[config.mk]
export PLATFORM = sky130hd
export DESIGN_NAME = aod_regs
export DESIGN_NICKNAME = d
export VERILOG_FILES = /design/src/logic/aod_pkg.sv /design/src/logic/aod_regs.sv
export VERILOG_INCLUDE_DIRS = /design/src /design/src/logic
export SDC_FILE = /design/constraint.sdc
export NUM_CORES = 1
export LEC_CHECK = 0
export BUFFER_PORTS_ARGS = -buffer_cell sky130_fd_sc_hd__buf_2
export CAP_MARGIN = 5
export CELL_PAD_IN_SITES_DETAIL_PLACEMENT = 1
export CELL_PAD_IN_SITES_GLOBAL_PLACEMENT = 2
export CORE_MARGIN = 5
export CORE_UTILIZATION = 32
export CTS_BUF_LIST = sky130_fd_sc_hd__clkbuf_16
export CTS_CLUSTER_DIAMETER = 30
export DETAILED_ROUTE_END_ITERATION = 16
export GPL_ROUTABILITY_DRIVEN = 0
export PLACE_DENSITY = 0.74
export SYNTH_ARGS = -nofsm -noshare
export SYNTH_HDL_FRONTEND = slang
export SYNTH_SLANG_ARGS = --single-unit
[constraint.sdc]
create_clock -name pclk -period 1.68 [get_ports pclk]
set_input_delay 0.168 -clock pclk [delete_from_list [all_inputs] [get_ports pclk]]
set_output_delay 0.168 -clock pclk [all_outputs]
set_load 0.01 [all_outputs]
[src/logic/aod_cfg.svh]
// register offsets, field positions and reset values for the analog output registers
`ifndef AOD_CFG_SVH
`define AOD_CFG_SVH
`define AOD_OFS_CH0 12'h000
`define AOD_OFS_CH1 12'h004
`define AOD_OFS_CH2 12'h008
`define AOD_OFS_CH3 12'h00C
`define AOD_SIGN_BIT 15
`define AOD_MAG_HI 11
`define AOD_MAG_LO 1
`define AOD_CH_RESET 16'h0000
`define AOD_CODE_RESET 12'h000
`endif

[src/logic/aod_pkg.sv]
// types shared by the analog output register block
package aod_pkg;
  typedef logic [15:0] aod_word_t;
  typedef logic [11:0] aod_code_t;
  typedef enum logic [0:0] {
    AOD_IDLE = 1'b0,
    AOD_ACCESS = 1'b1
  } aod_phase_t;
endpackage : aod_pkg

[src/logic/aod_regs.sv]
// four-channel analog output register block behind an apb slave
// Overview of operation
// - four 16-bit registers, one per channel
// - register index n drives channel n
// - bit 15 sign, bits 1-11 magnitude
// - bit 0 never reaches the converter
// - bit 0 always reads back zero
// - bits 12 to 14 never reach converter
//
// The placing of the registers and register access over APB were chosen for this implementation.
`timescale 1ns/10ps
`default_nettype none
`include "aod_cfg.svh"
module aod_regs
  import aod_pkg::*;
(
  // apb clock and reset
  input wire logic pclk,
  input wire logic presetn,
  // apb slave
  input wire logic psel,
  input wire logic penable,
  input wire logic pwrite,
  input wire logic [11:0] paddr,
  input wire logic [31:0] pwdata,
  input wire logic [3:0] pstrb,
  output logic [31:0] prdata,
  output logic pready,
  output logic pslverr,
  // converter codes: bit 11 sign, bits 10:0 data
  output logic [11:0] dac_code0,
  output logic [11:0] dac_code1,
  output logic [11:0] dac_code2,
  output logic [11:0] dac_code3
);

  // phase of the current bus transfer
  aod_phase_t phase_r;
  aod_phase_t phase_nxt;

  // address decode of the live bus
  logic [2:0] dec;
  logic dec_valid;
  logic [1:0] idx;

  // request captured in the setup cycle
  logic [1:0] req_idx_r;
  logic [1:0] req_idx_nxt;
  logic req_hit_r;
  logic req_hit_nxt;
  logic req_write_r;
  logic req_write_nxt;

  // qualified bus strobes
  logic setup_cyc;
  logic access_cyc;
  logic wr_access;
  logic [3:0] wr_hit;

  // channel storage, one word per converter
  aod_word_t chan_r [4];
  aod_word_t chan_nxt [4];

  // converter codes, refreshed only by a completed write
  aod_code_t code_r [4];
  aod_code_t code_nxt [4];

  // read data and error, launched in the setup cycle
  logic [31:0] prdata_r;
  logic [31:0] prdata_nxt;
  logic pslverr_r;
  logic pslverr_nxt;

  // map byte address to channel index, valid flag in bit 2
  function automatic logic [2:0] aod_decode(
    input logic [11:0] addr
  );
    logic [2:0] res;
    res = 3'h0;
    unique case (addr)
      `AOD_OFS_CH0: res = 3'h4;
      `AOD_OFS_CH1: res = 3'h5;
      `AOD_OFS_CH2: res = 3'h6;
      `AOD_OFS_CH3: res = 3'h7;
      default: res = 3'h0;
    endcase
    return res;
  endfunction : aod_decode

  // converter code from register: sign plus bits 11:1
  function automatic aod_code_t aod_to_code(
    input aod_word_t w
  );
    return {w[`AOD_SIGN_BIT], w[`AOD_MAG_HI:`AOD_MAG_LO]};
  endfunction : aod_to_code

  // byte-lane merge of write data into a stored word
  function automatic aod_word_t aod_merge(
    input aod_word_t old,
    input logic [31:0] data,
    input logic [3:0] strb
  );
    aod_word_t res;
    res = old;
    if (strb[0]) begin
      res[7:0] = data[7:0];
    end
    if (strb[1]) begin
      res[15:8] = data[15:8];
    end
    return res;
  endfunction : aod_merge

  // read-back word: bit 0 forced low, upper half zero
  function automatic logic [31:0] aod_read_word(
    input aod_word_t w
  );
    return {16'h0000, w[`AOD_SIGN_BIT:`AOD_MAG_LO], 1'b0};
  endfunction : aod_read_word

  // index n selects converter channel n
  function automatic logic [3:0] aod_onehot(
    input logic [1:0] n
  );
    logic [3:0] res;
    res = 4'h0;
    res[n] = 1'b1;
    return res;
  endfunction : aod_onehot

  assign dec = aod_decode(paddr);
  assign dec_valid = dec[2];
  assign idx = dec[1:0];
  assign setup_cyc = psel & ~penable;
  assign access_cyc = psel & penable & (phase_r == AOD_ACCESS);
  assign wr_access = access_cyc & req_write_r & req_hit_r;
  assign wr_hit = wr_access ? aod_onehot(req_idx_r) : 4'h0;

  // a setup cycle arms the access phase; anything else returns to idle
  always_comb begin
    phase_nxt = AOD_IDLE;
    unique case (phase_r)
      AOD_IDLE: begin
        if (setup_cyc) begin
          phase_nxt = AOD_ACCESS;
        end
      end
      AOD_ACCESS: begin
        if (setup_cyc) begin
          phase_nxt = AOD_ACCESS;
        end
      end
    endcase
  end

  always_ff @(posedge pclk or negedge presetn) begin
    if (!presetn) begin
      phase_r <= AOD_IDLE;
    end else begin
      phase_r <= phase_nxt;
    end
  end

  // address and direction latched at setup so the access write cannot slip
  always_comb begin
    req_idx_nxt = req_idx_r;
    req_hit_nxt = req_hit_r;
    req_write_nxt = req_write_r;
    if (setup_cyc) begin
      req_idx_nxt = idx;
      req_hit_nxt = dec_valid;
      req_write_nxt = pwrite;
    end
  end

  always_ff @(posedge pclk or negedge presetn) begin
    if (!presetn) begin
      req_idx_r <= 2'h0;
      req_hit_r <= 1'b0;
      req_write_r <= 1'b0;
    end else begin
      req_idx_r <= req_idx_nxt;
      req_hit_r <= req_hit_nxt;
      req_write_r <= req_write_nxt;
    end
  end

  // channel storage: only the addressed word changes on a write
  always_comb begin
    chan_nxt[0] = chan_r[0];
    chan_nxt[1] = chan_r[1];
    chan_nxt[2] = chan_r[2];
    chan_nxt[3] = chan_r[3];
    if (wr_hit[0]) begin
      chan_nxt[0] = aod_merge(chan_r[0], pwdata, pstrb);
    end
    if (wr_hit[1]) begin
      chan_nxt[1] = aod_merge(chan_r[1], pwdata, pstrb);
    end
    if (wr_hit[2]) begin
      chan_nxt[2] = aod_merge(chan_r[2], pwdata, pstrb);
    end
    if (wr_hit[3]) begin
      chan_nxt[3] = aod_merge(chan_r[3], pwdata, pstrb);
    end
  end

  always_ff @(posedge pclk or negedge presetn) begin
    if (!presetn) begin
      chan_r[0] <= `AOD_CH_RESET;
      chan_r[1] <= `AOD_CH_RESET;
      chan_r[2] <= `AOD_CH_RESET;
      chan_r[3] <= `AOD_CH_RESET;
    end else begin
      chan_r[0] <= chan_nxt[0];
      chan_r[1] <= chan_nxt[1];
      chan_r[2] <= chan_nxt[2];
      chan_r[3] <= chan_nxt[3];
    end
  end

  // converter codes follow the stored word only when a write completes
  always_comb begin
    code_nxt[0] = code_r[0];
    code_nxt[1] = code_r[1];
    code_nxt[2] = code_r[2];
    code_nxt[3] = code_r[3];
    if (wr_hit[0]) begin
      code_nxt[0] = aod_to_code(chan_nxt[0]);
    end
    if (wr_hit[1]) begin
      code_nxt[1] = aod_to_code(chan_nxt[1]);
    end
    if (wr_hit[2]) begin
      code_nxt[2] = aod_to_code(chan_nxt[2]);
    end
    if (wr_hit[3]) begin
      code_nxt[3] = aod_to_code(chan_nxt[3]);
    end
  end

  always_ff @(posedge pclk or negedge presetn) begin
    if (!presetn) begin
      code_r[0] <= `AOD_CODE_RESET;
      code_r[1] <= `AOD_CODE_RESET;
      code_r[2] <= `AOD_CODE_RESET;
      code_r[3] <= `AOD_CODE_RESET;
    end else begin
      code_r[0] <= code_nxt[0];
      code_r[1] <= code_nxt[1];
      code_r[2] <= code_nxt[2];
      code_r[3] <= code_nxt[3];
    end
  end

  // read data launched in the setup cycle, held through the access cycle
  always_comb begin
    prdata_nxt = prdata_r;
    if (setup_cyc) begin
      prdata_nxt = 32'h0000_0000;
      if (!pwrite && dec_valid) begin
        unique case (idx)
          2'h0: prdata_nxt = aod_read_word(chan_r[0]);
          2'h1: prdata_nxt = aod_read_word(chan_r[1]);
          2'h2: prdata_nxt = aod_read_word(chan_r[2]);
          2'h3: prdata_nxt = aod_read_word(chan_r[3]);
        endcase
      end
    end
  end

  always_ff @(posedge pclk or negedge presetn) begin
    if (!presetn) begin
      prdata_r <= 32'h0000_0000;
    end else begin
      prdata_r <= prdata_nxt;
    end
  end

  // unmapped address flags an error in the access cycle, registered from the setup cycle
  always_comb begin
    pslverr_nxt = 1'b0;
    if (setup_cyc) begin
      pslverr_nxt = ~dec_valid;
    end else if (access_cyc) begin
      pslverr_nxt = pslverr_r;
    end
  end

  always_ff @(posedge pclk or negedge presetn) begin
    if (!presetn) begin
      pslverr_r <= 1'b0;
    end else begin
      pslverr_r <= pslverr_nxt;
    end
  end

  // outputs
  assign pready = 1'b1;
  assign prdata = prdata_r;
  assign pslverr = pslverr_r;
  assign dac_code0 = code_r[0];
  assign dac_code1 = code_r[1];
  assign dac_code2 = code_r[2];
  assign dac_code3 = code_r[3];

endmodule : aod_regs
`default_nettype wire

==> results_dict.tcl <==
set metrics [dict create \
    final_core_util_pct 41.09 \
    ir_worst_vdd_mv 0.7141 \
    finalHoldViolCount 0 \
    cts-root-buf "clkbuf_16" \
    swShare_pct 22.79 \
    dpl.hpwl_um 12880 \
    ys_warn_count 0 \
    grt_pass1_wl_um 28450 \
    end_kind "flip-flop" \
    ioPinCount 135 \
    clockPowerShare_pct 51.1 \
    ant_nets 0 \
    power.leakage_nw 3.887 \
    postSynthAreaPerCell_um2 11.94 \
    crit_path_start_kind "flip-flop" \
    die_h_um 148.3 \
    synth_edf_count 0 \
    synth.top_cells.by_area "dfrtp_1 (53%), mux2_2 (18%), o21ai_0 (4.1%)" \
    p_seq_share_pct 43.6 \
    core_um2 18770 \
    cts_tree "done" \
    synthArstFlopShare_pct 100.0 \
    nNetsFinal 693 \
    cts_htree_levels 4 \
    required_ns 1.98 \
    max_freq_mhz 613.8 \
    cts.sinks 129 \
    grt_util_all_layers_pct 16.74 \
    powerDensity_nw_per_um2 927.4 \
    pwr-share-comb_pct 5.3 \
    wl_per_cell_um 19.96 \
    layout-drive-gt1-share_pct 43.64 \
    fin_worst_skew_ns 0.009971 \
    ys_ff_latch 129 \
    design.die.area_um2 22010 \
    area_growth_pct 25.92 \
    num_vias 4496 \
    vias_per_cell 5.069 \
    status "complete, no violations" \
    drtIter0Drc 205 \
    clkLatencyLatePin_ns 0.42 \
    critical_path_class "reg2reg" \
    drv_cap 0 \
    reg2reg_slack_ns 0.05 \
    slew_headroom_pct 61.71 \
    gr-total-overflow 0 \
    power_mw 7.152 \
    cts_buffers 17 \
    synth.most_common_cell "dfrtp_1" \
    intPower_mw 5.522 \
    clock_path_buffers 2 \
    postCtsSetupRepairBufs 0 \
    synth_ff_type "dfrtp_1" \
    fin_crit_ns 1.629 \
    hold_class "in2reg" \
    p_sw_mw 1.630 \
    setup_viol 0 \
    diodes 0 \
    synth_common_cells "dfrtp_1 (129), mux2_2 (100), inv_1 (50), o21ai_0 (50), nand2_1 (35)" \
    yosysTopAreaCell "dfrtp_1" \
    start_util_pct 32.63 \
    fin_crit_sh_pct 96.98 \
    io_buffer_count 97 \
    cp.arrival_ns 1.92 \
    yosysSeqAreaShare_pct 52.71 \
    remaining_drc_errors 0 \
    syn_area_um2 6125 \
    synth_cell_types 35 \
    cp_max_fo 12 \
    first_pass_iters 4 \
    worst_pin_slew_ns 0.5684 \
    first_global_vias 5048 \
    rows 50 \
    whs_ns 0.03325 \
    syn-instance-count 513 \
    wl_um 17700 \
    antenna_found_initial 0 \
    grt_max_degree 49 \
    chipWidth_um 148.3 \
    clkTransAtPathRegs_ns 0.06 \
    synth_top_area_share_pct 52.71 \
    slew_viol_final 0 \
]
cell families (layout without fill, tap and decap cells):
logic type	after synthesis	after routing	share of synthesized area, %
compound gates	98	98	10.54
buf+inv	99	223	7.763
flops	129	129	52.71
mux	123	123	22.80
other cells	2	18	0.1226
simple gates	62	62	6.067
timing repair:
| item | in CTS | in global routing |
|---|---|---|
| endpoints found under the hold margin | 113 | 0 |
| endpoints found under the setup margin | 8 | 33 |
| resized for setup | 1 | 4 |
| hold buffers | 2 | 0 |
| cloned | 0 | 0 |
| pin swaps | 0 | 1 |
cells in the final DEF, fill, tap and decap left out, types with 4 or more instances in the layout:
| master | instances |
|---|---|
| inv_1 | 53 |
| o21ai_0 | 50 |
| nor4_4 | 4 |
| buf_12 | 8 |
| buf_2 | 96 |
| clkbuf_16 | 17 |
| a41oi_1 | 15 |
| mux2_2 | 100 |
| mux2i_1 | 15 |
| o31ai_1 | 15 |
| clkinv_2 | 5 |
| o2bb2ai_1 | 15 |
| nand2_1 | 35 |
| conb_1 | 18 |
| mux2_4 | 8 |
| nand4_1 | 5 |
| buf_4 | 32 |
| dfrtp_1 | 128 |
path summary, 6_finish.rpt:
kind / from / end / cells after the start
hold reg to reg: prdata[1] / prdata[1] / 2
setup / recovery: req_idx_r[1] / dac_code1[7] / 2
min in group asynchronous: presetn / dac_code0[9] / 2
max in group asynchronous: presetn / req_idx_r[1] / 3
setup reg to reg: req_idx_r[1] / dac_code1[7] / 2
hold / removal: psel / pslverr / 2
routing by layer:
| layer | part of all wire (%) | GRT usage (%) | vias to the layer above | wire length (um) |
|---|---|---|---|---|
| met5 | 0 | 0 | - | 0 |
| met4 | 1.8 | 5.727 | 0 | 320 |
| met3 | 3.9 | 3.565 | 24 | 685 |
| met2 | 49 | 27.81 | 116 | 8731 |
| met1 | 45 | 21.77 | 2319 | 7963 |
| li1 | - | - | 2037 | - |
power groups by stage:
stage | clock (mW) | sequential (mW) | combinational [mW]
floorplan | 0 | 3.17 | 0.183
global placement | 0 | 3.17 | 0.367
detailed placement | 0 | 3.17 | 0.380
CTS | 3.74 | 3.12 | 0.386
global route | 3.87 | 3.12 | 0.425
finish | 3.65 | 3.12 | 0.380
worst max-delay path: stages (launching register included):
cell and delay [ns]:
dfrtp_2 0.47, or4_4 0.70, mux2_2 0.33
cell type report:
class | count | area (um2)
Clock buffer | 17 | 425.4
Multi-Input combinational cell | 301 | 2497
Clock inverter | 15 | 152.6
Fill cell | 2032 | 11060
Inverter | 51 | 191.4
Sequential cell | 129 | 3229
Tap cell | 234 | 292.8
Timing Repair Buffer | 140 | 923.4
state kept, by name, indices dropped and copies added, names as in the netlist:
signal	cells
chan_r	60
dac_code0	12
dac_code1	12
dac_code2	12
dac_code3	12
phase_r	1
prdata	15
pslverr	1
req_hit_r	1
req_idx_r	2
req_write_r	1
stage by stage:
step	TNS (ns)	area (um2)	cells	setup slack, ns
after floorplan	0	6185	529	0.04436
after global placement	0	7096	853	0.06730
after detailed placement	-0.1030	7096	853	-0.02007
after CTS	0	7702	887	0.005221
after global routing	-0.03287	7712	887	-0.008760
final	0	7712	887	0.05080
(Power assumes the default switching activity.)
